**src/rtl/clock_unit_pkg.sv**
```systemverilog
// shared constants, register map and types of the clock select unit
package clock_unit_pkg;

  // ****************************************************************
  // register map (byte addresses)
  // ****************************************************************
  localparam logic [7:0] ADDR_FLAG = 8'h00;
  localparam logic [7:0] ADDR_CTRL = 8'h04;
  localparam logic [7:0] ADDR_PLL = 8'h08;
  localparam logic [7:0] ADDR_MDIV = 8'h0c;
  localparam logic [7:0] ADDR_PDIV = 8'h10;

  // ****************************************************************
  // field positions
  // ****************************************************************
  localparam int FLAG_PLL_SEL = 0;
  localparam int FLAG_LOCK = 1;
  localparam int FLAG_NOT_SLOW = 3;
  localparam int FLAG_DIV16_PEND = 4;
  localparam int FLAG_LOCK_PEND = 5;
  localparam int FLAG_STOP_PEND = 6;
  localparam int FLAG_ALT_PEND = 7;
  localparam int FLAG_HALVE = 15;
  localparam int CTRL_LOCK_IE = 0;
  localparam int CTRL_DIV16_IE = 1;
  localparam int CTRL_STOP_IE = 2;
  localparam int CTRL_ALT_SEL = 3;
  localparam int PLL_CFG_W = 7;

  // ****************************************************************
  // reset values
  // ****************************************************************
  localparam logic [15:0] FLAG_RESET = 16'h8008;
  localparam logic [15:0] CTRL_RESET = 16'h0000;
  localparam logic [15:0] PLL_RESET = 16'h001c;
  localparam logic [15:0] FACT_RESET = 16'h0000;

  // ****************************************************************
  // pll codes and figures
  // ****************************************************************
  localparam logic [1:0] MULT_CODE_24 = 2'h2;
  localparam logic [1:0] MULT_CODE_20 = 2'h0;
  localparam logic [1:0] MULT_CODE_16 = 2'h3;
  localparam logic [1:0] MULT_CODE_12 = 2'h1;
  localparam logic [4:0] MULT_24 = 5'h18;
  localparam logic [4:0] MULT_20 = 5'h14;
  localparam logic [4:0] MULT_16 = 5'h10;
  localparam logic [4:0] MULT_12 = 5'h0c;
  localparam logic [2:0] DIV_OFF_CODE = 3'h7;
  localparam logic [9:0] FREE_KHZ_125 = 10'h07d;
  localparam logic [9:0] FREE_KHZ_250 = 10'h0fa;
  localparam logic [9:0] FREE_KHZ_500 = 10'h1f4;
  localparam int LOCK_WINDOW_DEF = 32;
  localparam int LOCK_TOL = 2;
  localparam int LOCK_GOOD = 2;
  localparam logic [3:0] DIV16_LAST = 4'hf;

  // ****************************************************************
  // types
  // ****************************************************************
  typedef enum logic [2:0] {
    SRC_INTERMEDIATE, SRC_DIV16, SRC_PLL, SRC_FREE_RUN, SRC_ALT
  } root_src_t;

  typedef enum logic [1:0] {PLL_OFF, PLL_LOOP, PLL_FREE} pll_mode_t;

  typedef struct packed {
    logic reference_range_bit;
    logic free_run_enable;
    logic [2:0] pll_divider_field;
    logic [1:0] pll_multiplier_field;
  } pll_cfg_t;

  typedef struct packed {
    logic cyc;
    logic stb;
    logic we;
    logic [7:0] adr;
    logic [3:0] sel;
    logic [31:0] dat;
  } wb_req_t;

endpackage

```
**src/rtl/intermediate_divider.sv**
```systemverilog
// optional halving of the oscillator strobe plus the divide-by-16 strobe
module intermediate_divider
  import clock_unit_pkg::*;
(
  input wire logic clk_i,
  input wire logic rst_i,
  input wire logic osc_tick_i,
  input wire logic halve_i,
  output logic intermediate_clock_tick_o,
  output logic div16_tick_o
);

  logic phase_reg;
  logic [3:0] cnt16_reg;
  wire intermediate_clock_next = osc_tick_i & (~halve_i | phase_reg);

  always_ff @(posedge clk_i) begin
    if (rst_i) begin
      phase_reg <= 1'b0;
      cnt16_reg <= 4'h0;
      intermediate_clock_tick_o <= 1'b0;
      div16_tick_o <= 1'b0;
    end else begin
      if (osc_tick_i) begin
        phase_reg <= ~phase_reg;
      end
      if (intermediate_clock_next) begin
        cnt16_reg <= cnt16_reg + 4'h1;
      end
      intermediate_clock_tick_o <= intermediate_clock_next;
      div16_tick_o <= intermediate_clock_next & (cnt16_reg == DIV16_LAST);
    end
  end
endmodule

```
**src/rtl/lock_comparator.sv**
```systemverilog
// frequency comparator between the intermediate strobe and the vco strobe
module lock_comparator
  import clock_unit_pkg::*;
#(
  parameter int WINDOW = LOCK_WINDOW_DEF
) (
  input wire logic clk_i,
  input wire logic rst_i,
  input wire logic enable_i,
  input wire logic restart_i,
  input wire logic ref_tick_i,
  input wire logic vco_tick_i,
  input wire logic [4:0] mult_i,
  output logic lock_o
);

  localparam int CW = $clog2(WINDOW * 32 + 1);
  logic [CW-1:0] ref_cnt_reg, vco_cnt_reg;
  logic [1:0] good_reg;
  wire [CW-1:0] expect_cnt = CW'(WINDOW) * CW'(mult_i);
  wire window_end = ref_tick_i & (ref_cnt_reg == CW'(WINDOW - 1));
  wire [CW-1:0] vco_total = vco_cnt_reg + CW'(vco_tick_i);
  wire [CW-1:0] diff = (vco_total > expect_cnt) ?
    vco_total - expect_cnt : expect_cnt - vco_total;
  wire match = diff <= CW'(LOCK_TOL);

  always_ff @(posedge clk_i) begin
    if (rst_i || !enable_i || restart_i) begin
      ref_cnt_reg <= '0;
      vco_cnt_reg <= '0;
      good_reg <= 2'h0;
      lock_o <= 1'b0;
    end else if (window_end) begin
      ref_cnt_reg <= '0;
      vco_cnt_reg <= '0;
      if (match && good_reg != 2'(LOCK_GOOD)) begin
        good_reg <= good_reg + 2'h1;
      end else if (!match) begin
        good_reg <= 2'h0;
      end
      // lock holds while windows keep matching, drops on any miss
      lock_o <= match && (good_reg >= 2'(LOCK_GOOD - 1));
    end else begin
      ref_cnt_reg <= ref_cnt_reg + CW'(ref_tick_i);
      vco_cnt_reg <= vco_total;
    end
  end
endmodule

```
**src/rtl/clock_select_unit.sv**
```systemverilog
// clock source selection, pll control, lock and event flags of the unit
//
// Added by the designer: the Wishbone slave port and the register addresses.
module clock_select_unit
  import clock_unit_pkg::*;
#(
  parameter int LOCK_WINDOW = LOCK_WINDOW_DEF
) (
  input wire logic clk_i,
  input wire logic rst_i,
  input wire wb_req_t wb_req_i,
  output logic [31:0] wb_dat_o,
  output logic wb_ack_o,
  input wire logic osc_tick_i,
  input wire logic vco_tick_i,
  input wire logic free_run_tick_i,
  input wire logic alt_32k_tick_i,
  input wire logic regulator_ready_i,
  input wire logic stop_wake_i,
  output logic root_tick_o,
  output root_src_t root_src_o,
  output pll_mode_t pll_mode_o,
  output logic [4:0] pll_mult_o,
  output logic [2:0] pll_div_n_o,
  output logic [9:0] free_run_khz_o,
  output logic [15:0] main_div_o,
  output logic [15:0] periph_div_o,
  output logic irq_o
);

  // ****************************************************************
  // register state
  // ****************************************************************
  logic [15:0] flag_reg, flag_next;
  logic [15:0] ctrl_reg, ctrl_next;
  logic [15:0] pll_reg, pll_next;
  logic [15:0] mdiv_reg, pdiv_reg;
  logic [31:0] rdata_next;
  logic lock_prev_reg, not_slow_prev_reg, alt_prev_reg;
  logic [2:0] pll_cnt_reg;
  logic pll_tick_reg;
  logic [PLL_CFG_W-1:0] cfg_prev_reg;
  logic halve_prev_reg;
  logic lock_flag;
  logic intermediate_clock_tick, div16_tick;

  // ****************************************************************
  // bus decode
  // ****************************************************************
  wire access = wb_req_i.cyc & wb_req_i.stb & ~wb_ack_o;
  wire wr = access & wb_req_i.we;
  wire hit_flag = wb_req_i.adr == ADDR_FLAG;
  wire hit_ctrl = wb_req_i.adr == ADDR_CTRL;
  wire hit_pll = wb_req_i.adr == ADDR_PLL;
  wire hit_mdiv = wb_req_i.adr == ADDR_MDIV;
  wire hit_pdiv = wb_req_i.adr == ADDR_PDIV;
  wire [15:0] lane_mask = {{8{wb_req_i.sel[1]}}, {8{wb_req_i.sel[0]}}};
  wire [15:0] wdata = wb_req_i.dat[15:0];

  // ****************************************************************
  // configuration decode
  // ****************************************************************
  pll_cfg_t cfg;
  assign cfg = pll_cfg_t'(pll_reg[PLL_CFG_W-1:0]);
  wire halve = flag_reg[FLAG_HALVE];
  wire not_slow = flag_reg[FLAG_NOT_SLOW];
  wire pll_sel = flag_reg[FLAG_PLL_SEL];
  wire alt_sel = ctrl_reg[CTRL_ALT_SEL];
  wire div_off = cfg.pll_divider_field == DIV_OFF_CODE;
  wire loop_on = ~div_off;
  wire free_on = div_off & cfg.free_run_enable;
  wire [2:0] div_n = cfg.pll_divider_field; // n - 1
  logic [4:0] mult_val;
  always_comb begin
    case (cfg.pll_multiplier_field)
      MULT_CODE_24: mult_val = MULT_24;
      MULT_CODE_20: mult_val = MULT_20;
      MULT_CODE_16: mult_val = MULT_16;
      MULT_CODE_12: mult_val = MULT_12;
      default: mult_val = MULT_20;
    endcase
  end
  // codes with a one in the low bit run at the slower rate
  wire slow_code = cfg.pll_multiplier_field[0];
  wire [9:0] free_khz = slow_code ?
    (cfg.reference_range_bit ? FREE_KHZ_250 : FREE_KHZ_125) :
    (cfg.reference_range_bit ? FREE_KHZ_500 : FREE_KHZ_250);
  wire [9:0] free_khz_next = free_on ? free_khz : 10'h000;
  pll_mode_t mode_next;
  assign mode_next = free_on ? PLL_FREE : (loop_on ? PLL_LOOP : PLL_OFF);

  // a change in multiplier, divider, mode or intermediate_clock restarts the comparator
  wire cfg_change = (pll_reg[PLL_CFG_W-1:0] != cfg_prev_reg) |
    (halve != halve_prev_reg);

  // ****************************************************************
  // intermediate clock and lock detection
  // ****************************************************************
  intermediate_divider u_intermediate (
    .clk_i(clk_i),
    .rst_i(rst_i),
    .osc_tick_i(osc_tick_i),
    .halve_i(halve),
    .intermediate_clock_tick_o(intermediate_clock_tick),
    .div16_tick_o(div16_tick)
  );

  lock_comparator #(
    .WINDOW(LOCK_WINDOW)
  ) u_lock (
    .clk_i(clk_i),
    .rst_i(rst_i),
    .enable_i(loop_on),
    .restart_i(cfg_change),
    .ref_tick_i(intermediate_clock_tick),
    .vco_tick_i(vco_tick_i),
    .mult_i(mult_val),
    .lock_o(lock_flag)
  );

  // output divider: one pll strobe per n vco strobes; none when off
  wire pll_wrap = pll_cnt_reg >= div_n;
  wire pll_tick_next = loop_on & vco_tick_i & pll_wrap;

  // ****************************************************************
  // root source selection
  // ****************************************************************
  root_src_t src_next;
  always_comb begin
    if (alt_sel) begin
      src_next = SRC_ALT;
    end else if (!not_slow) begin
      src_next = SRC_DIV16;
    end else if (pll_sel && free_on) begin
      src_next = SRC_FREE_RUN;
    end else if (pll_sel && loop_on && lock_flag && regulator_ready_i) begin
      src_next = SRC_PLL;
    end else begin
      src_next = SRC_INTERMEDIATE;
    end
  end

  logic root_tick_next;
  always_comb begin
    case (src_next)
      SRC_ALT: root_tick_next = alt_32k_tick_i;
      SRC_DIV16: root_tick_next = div16_tick;
      SRC_FREE_RUN: root_tick_next = free_run_tick_i;
      SRC_PLL: root_tick_next = pll_tick_reg;
      SRC_INTERMEDIATE: root_tick_next = intermediate_clock_tick;
      default: root_tick_next = intermediate_clock_tick;
    endcase
  end

  // ****************************************************************
  // events
  // ****************************************************************
  wire ev_alt = alt_sel ^ alt_prev_reg;
  wire ev_div16 = not_slow ^ not_slow_prev_reg;
  wire ev_lock = lock_flag ^ lock_prev_reg;
  wire ev_stop = stop_wake_i;
  wire flag_clr = wr & hit_flag & wb_req_i.sel[0];
  wire [15:0] clr_bits = flag_clr ? wdata : 16'h0000;

  // ****************************************************************
  // register next values
  // ****************************************************************
  always_comb begin
    flag_next = flag_reg;
    if (wr && hit_flag) begin
      flag_next[FLAG_HALVE] = wb_req_i.sel[1] ? wdata[FLAG_HALVE] : halve;
      if (wb_req_i.sel[0]) begin
        flag_next[FLAG_PLL_SEL] = wdata[FLAG_PLL_SEL];
        flag_next[FLAG_NOT_SLOW] = wdata[FLAG_NOT_SLOW];
      end
    end
    flag_next[FLAG_LOCK] = lock_flag;
    // set wins over a clear in the same cycle; zero writes keep flags
    flag_next[FLAG_ALT_PEND] = ev_alt |
      (flag_reg[FLAG_ALT_PEND] & ~clr_bits[FLAG_ALT_PEND]);
    flag_next[FLAG_DIV16_PEND] = ev_div16 |
      (flag_reg[FLAG_DIV16_PEND] & ~clr_bits[FLAG_DIV16_PEND]);
    flag_next[FLAG_LOCK_PEND] = ev_lock |
      (flag_reg[FLAG_LOCK_PEND] & ~clr_bits[FLAG_LOCK_PEND]);
    flag_next[FLAG_STOP_PEND] = ev_stop |
      (flag_reg[FLAG_STOP_PEND] & ~clr_bits[FLAG_STOP_PEND]);
  end

  always_comb begin
    ctrl_next = ctrl_reg;
    pll_next = pll_reg;
    if (wr && hit_ctrl) begin
      ctrl_next = (ctrl_reg & ~lane_mask) | (wdata & lane_mask);
      ctrl_next[15:4] = 12'h000;
    end
    // a free-run change while the pll drives root is not guarded
    if (wr && hit_pll) begin
      pll_next = (pll_reg & ~lane_mask) | (wdata & lane_mask);
      pll_next[15:PLL_CFG_W] = '0;
    end
  end

  always_comb begin
    rdata_next = 32'h0000_0000;
    if (hit_flag) begin
      rdata_next[15:0] = flag_reg;
    end else if (hit_ctrl) begin
      rdata_next[15:0] = ctrl_reg;
    end else if (hit_pll) begin
      rdata_next[15:0] = pll_reg;
    end else if (hit_mdiv) begin
      rdata_next[15:0] = mdiv_reg;
    end else if (hit_pdiv) begin
      rdata_next[15:0] = pdiv_reg;
    end
  end

  // the alt event uses the lock mask CTRL_LOCK_IE, the same mask that gates lock events
  wire irq_next =
    (flag_reg[FLAG_ALT_PEND] & ctrl_reg[CTRL_LOCK_IE]) |
    (flag_reg[FLAG_DIV16_PEND] & ctrl_reg[CTRL_DIV16_IE]) |
    (flag_reg[FLAG_LOCK_PEND] & ctrl_reg[CTRL_LOCK_IE]) |
    (flag_reg[FLAG_STOP_PEND] & ctrl_reg[CTRL_STOP_IE]);

  // ****************************************************************
  // registers
  // ****************************************************************
  always_ff @(posedge clk_i) begin
    if (rst_i) begin
      flag_reg <= FLAG_RESET;
      ctrl_reg <= CTRL_RESET;
      pll_reg <= PLL_RESET;
      mdiv_reg <= FACT_RESET;
      pdiv_reg <= FACT_RESET;
    end else begin
      flag_reg <= flag_next;
      ctrl_reg <= ctrl_next;
      pll_reg <= pll_next;
      if (wr && hit_mdiv) begin
        mdiv_reg <= (mdiv_reg & ~lane_mask) | (wdata & lane_mask);
      end
      if (wr && hit_pdiv) begin
        pdiv_reg <= (pdiv_reg & ~lane_mask) | (wdata & lane_mask);
      end
    end
  end

  // ack gates access, so a request held by the master is taken again every other cycle
  always_ff @(posedge clk_i) begin
    if (rst_i) begin
      wb_ack_o <= 1'b0;
      wb_dat_o <= 32'h0000_0000;
    end else begin
      wb_ack_o <= access;
      if (access && !wb_req_i.we) begin
        wb_dat_o <= rdata_next;
      end
    end
  end

  // history starts at the reset state so release gives no false event
  always_ff @(posedge clk_i) begin
    if (rst_i) begin
      lock_prev_reg <= 1'b0;
      not_slow_prev_reg <= FLAG_RESET[FLAG_NOT_SLOW];
      alt_prev_reg <= CTRL_RESET[CTRL_ALT_SEL];
      halve_prev_reg <= FLAG_RESET[FLAG_HALVE];
      cfg_prev_reg <= PLL_RESET[PLL_CFG_W-1:0];
    end else begin
      lock_prev_reg <= lock_flag;
      not_slow_prev_reg <= not_slow;
      alt_prev_reg <= alt_sel;
      halve_prev_reg <= halve;
      cfg_prev_reg <= pll_reg[PLL_CFG_W-1:0];
    end
  end

  always_ff @(posedge clk_i) begin
    if (rst_i) begin
      pll_cnt_reg <= 3'h0;
      pll_tick_reg <= 1'b0;
    end else begin
      if (!loop_on || cfg_change) begin
        pll_cnt_reg <= 3'h0;
      end else if (vco_tick_i) begin
        pll_cnt_reg <= pll_wrap ? 3'h0 : pll_cnt_reg + 3'h1;
      end
      pll_tick_reg <= pll_tick_next;
    end
  end

  always_ff @(posedge clk_i) begin
    if (rst_i) begin
      root_tick_o <= 1'b0;
      root_src_o <= SRC_INTERMEDIATE;
      pll_mode_o <= PLL_OFF;
      pll_mult_o <= MULT_20;
      pll_div_n_o <= DIV_OFF_CODE;
      free_run_khz_o <= 10'h000;
    end else begin
      root_tick_o <= root_tick_next;
      root_src_o <= src_next;
      pll_mode_o <= mode_next;
      pll_mult_o <= mult_val;
      pll_div_n_o <= div_n;
      free_run_khz_o <= free_khz_next;
    end
  end

  // every output leaves a flop, so decode ripple never reaches a pin
  always_ff @(posedge clk_i) begin
    if (rst_i) begin
      main_div_o <= FACT_RESET;
      periph_div_o <= FACT_RESET;
      irq_o <= 1'b0;
    end else begin
      main_div_o <= mdiv_reg;
      periph_div_o <= pdiv_reg;
      irq_o <= irq_next;
    end
  end

endmodule

```
**config.mk**
```make
export PLATFORM = sky130hd
export DESIGN_NAME = clock_select_unit
export DESIGN_NICKNAME = d
export VERILOG_FILES = /design/src/rtl/clock_unit_pkg.sv /design/src/rtl/intermediate_divider.sv /design/src/rtl/lock_comparator.sv /design/src/rtl/clock_select_unit.sv
export SDC_FILE = /design/constraint.sdc
export NUM_CORES = 1
export LEC_CHECK = 0
export ABC_AREA = 1
export BUFFER_PORTS_ARGS = -buffer_cell sky130_fd_sc_hd__clkbuf_2
export CAP_MARGIN = 10
export CORE_ASPECT_RATIO = 0.7
export CORE_MARGIN = 4
export CORE_UTILIZATION = 45
export CTS_BUF_LIST = sky130_fd_sc_hd__clkbuf_4 sky130_fd_sc_hd__clkbuf_8 sky130_fd_sc_hd__clkbuf_16
export DETAILED_ROUTE_END_ITERATION = 8
export HOLD_SLACK_MARGIN = 0.15
export PLACE_DENSITY = 0.74
export REMOVE_ABC_BUFFERS = 1
export SLEW_MARGIN = 20
export SYNTH_ARGS = -nofsm -noshare
export SYNTH_HDL_FRONTEND = slang
export SYNTH_HIERARCHICAL = 1
export SYNTH_SLANG_ARGS = --single-unit
```
**constraint.sdc**
```tcl
create_clock -name clk_i -period 3.77 [get_ports clk_i]
set_input_delay 0.1885 -clock clk_i [delete_from_list [all_inputs] [get_ports clk_i]]
set_output_delay 0.1885 -clock clk_i [all_outputs]
set_load 0.02 [all_outputs]
```
==> flow_summary.ini <==
[cts]
cts_max_path_buffers = 2
clk_pin_slew_worst_paths_ns = 0.07
numCtsBuffers = 17
htree_levels = 4
cts_setup_buffers = 0
cts.sinks = 162
clock_tree.root_cell = clkbuf_16
worstSkewPairLatency_ns = 0.42
cts_tree = yes

[timing]
worst_pin_slew_ns = 0.906
fmax_mhz = 282
finClkSkew_ns = 0.0129
setup_tns_ns = 0
relSlewSlack = 0.395
finalHoldViolCount = 0
slew_viol_final = 0
timing.final.crit_share = 0.941
fin_crit_ns = 3.55
setup_slack_ns = 0.222
setup_viol = 0
hold_slack_ns = 0.180

[placed_design]
io_buffers = 107
place_area_um2 = 8140
pre_cts_slack_ns = 0.191
place_hpwl_mm = 13.6
placedCellCount = 1302
globalplace.congestion = 0.883

[layout]
finalNonFillerCells = 1354
design_area_um2 = 8960
diodes = 0
num-nets-final = 1199
fill_cells = 1497
area_growth_pct = 19.2
layout-drive-gt1-share = 0.182
final_core_util = 0.548

[critical_path]
crit_path_end_kind = register
slowest_delay_ns = 0.53
cp.buffers_inverters = 4
critPathMaxFanout = 7
crit_top_cell = nand2_1
cp_top_family = simple AND/OR/NAND/NOR gates
worst_path_max_delay_cell = dlygate4sd3_1
worstPathArrival_ns = 3.91
critPathKind = input pin to register
crit_path_start_kind = input pin
required_ns = 4.13

[grt]
grt_pass1_vias = 6088
track_usage = 0.200
grtUsageMet1 = 0.297
antenna_found_initial = 0
top_usage_layer = met2
met3_usage = 0.0321
grt_max_degree = 53
grt_overflow = 0
grt_pass1_wl_mm = 30.2
globalRouteMet2Util = 0.302

[yosys]
ys_warn_count = 6
ys_types = 48
ys.flop_type = dfxtp_1
synth_most_common_cell = dfxtp_1
async_reset_ff_frac = 0
synth_top_area_share = 0.431
seq_area_frac_synth = 0.431
syn_inst = 992
synth_commonest_cells = dfxtp_1, nor2_1, nand2_1, inv_1, o21ai_0
synth_seq_cells = 162
netlist_area_um2 = 7520
synth_edf_count = 0
syn_avg_cell_area_um2 = 7.58
synthTopCellsByArea = dfxtp_1, nor2_1, nand2_1, inv_1, ha_1
synth_top_area_cell = dfxtp_1

[power]
switchingPower_mw = 0.841
p_sw_frac = 0.231
power.total_mw = 3.64
comb_power_share = 0.049
p_per_area_nw_per_um2 = 406
clkPwrFrac = 0.477
power_frac_seq = 0.473
peakVddDrop_mv = 0.275
total_leakage_power_nw = 4.11
p_int_mw = 2.80

[route]
routed-via-count = 6643
wl_per_cell_um = 13.7
drt_wl_total_mm = 18.5
dr.pass1.iters = 5
vias_per_cell = 4.91
drc = 0
drtIter0Drc = 482
drtAntennaViolNets = 0

[floorplanning]
io_pins = 145
core_area_um2 = 16300
dieArea_um2 = 18900
die_x_um = 162
rows = 39
die_h_um = 116
start_util = 0.460

[run_status]
status = finished, final reports clean

[hold_path]
hp-class = input pin to register

[flow_run]
cap_violations = 0
worst register-to-register path, stage by stage, from the launching register on:
cell	delay, ns
dfxtp_1	0.33
ha_2	0.25
nand2_2	0.08
nor3_2	0.17
nand2_1	0.07
nor2_1	0.16
nand3_1	0.15
xor2_2	0.23
inv_1	0.07
ha_1	0.38
nand2_1	0.11
nor2_2	0.18
nand3_2	0.11
nand2_4	0.10
nand2_4	0.08
clkinv_4	0.09
nor2_1	0.05
a21oi_2	0.10
nand2_1	0.07
nor2_2	0.18
nand3_1	0.11
nand2_1	0.07
nand2_1	0.05
nor2_1	0.14
routing by layer:
metal,up-vias,share of wire
met5,-,0
met4,0,0.013
met3,22,0.067
met2,249,0.42
met1,3024,0.50
li1,3348,-
cell families after synthesis:
logic type,count (synthesis),synth area share
buffers and inverters,187,0.112
DFF,162,0.431
other,1,0.000499
and+or+nand+nor,445,0.270
muxes,1,0.00133
xor gates and xnor gates,25,0.0291
adders and majority gates,28,0.0476
AOI/OAI and AO/OA,143,0.108
path summary, 6_finish.rpt:
check / startpoint / end / slack (ns) / cells past startpoint
max: vco_tick_i / u_lock/good_reg[0] / 0.22 / 25
min: wb_req_i[3] / register / 0.18 / 3
max reg2reg: u_lock/vco_cnt_reg[0] / u_lock/good_reg[0] / 0.39 / 23
min reg2reg: register / periph_div_o[15] / 0.44 / 2
timing repair:
item,CTS,global route
gates resized for setup,0,5
hold endpoints to repair,44,0
endpoints found under the setup margin,0,3
hold buffers,20,0
layout make-up:
type,count,area [um^2],share of cell area
inverters,138,523,0.0584
flip-flops and latches,162,3240,0.362
clock inverters,9,92.6,0.0103
clock buffers,23,508,0.0567
multi-input cells,665,3540,0.395
repair buffers,132,773,0.0863
well taps,225,282,0.0314
cells in the final DEF (no fill, tap or decap), drive strengths merged, types with 5 or more instances in the layout:
cell type / instances
nand3: 52
o21ai: 59
nand2: 172
dlygate4sd3: 20
nor2: 170
a21oi: 58
buf: 5
nand4: 9
xnor2: 12
conb: 23
clkbuf: 130
ha: 27
nor3: 26
o211ai: 6
xor2: 13
or2: 5
inv: 139
dfxtp: 162
a211oi: 10
power groups by stage:
stage,combinational (mW),sequential (mW),clock (mW)
floorplan,0.0866,1.76,0
global placement,0.155,1.76,0
detailed placement,0.157,1.76,0
CTS,0.175,1.72,1.75
global route,0.198,1.72,1.83
finish,0.179,1.72,1.74
No activity file was read; power rests on OpenSTA's default activity.
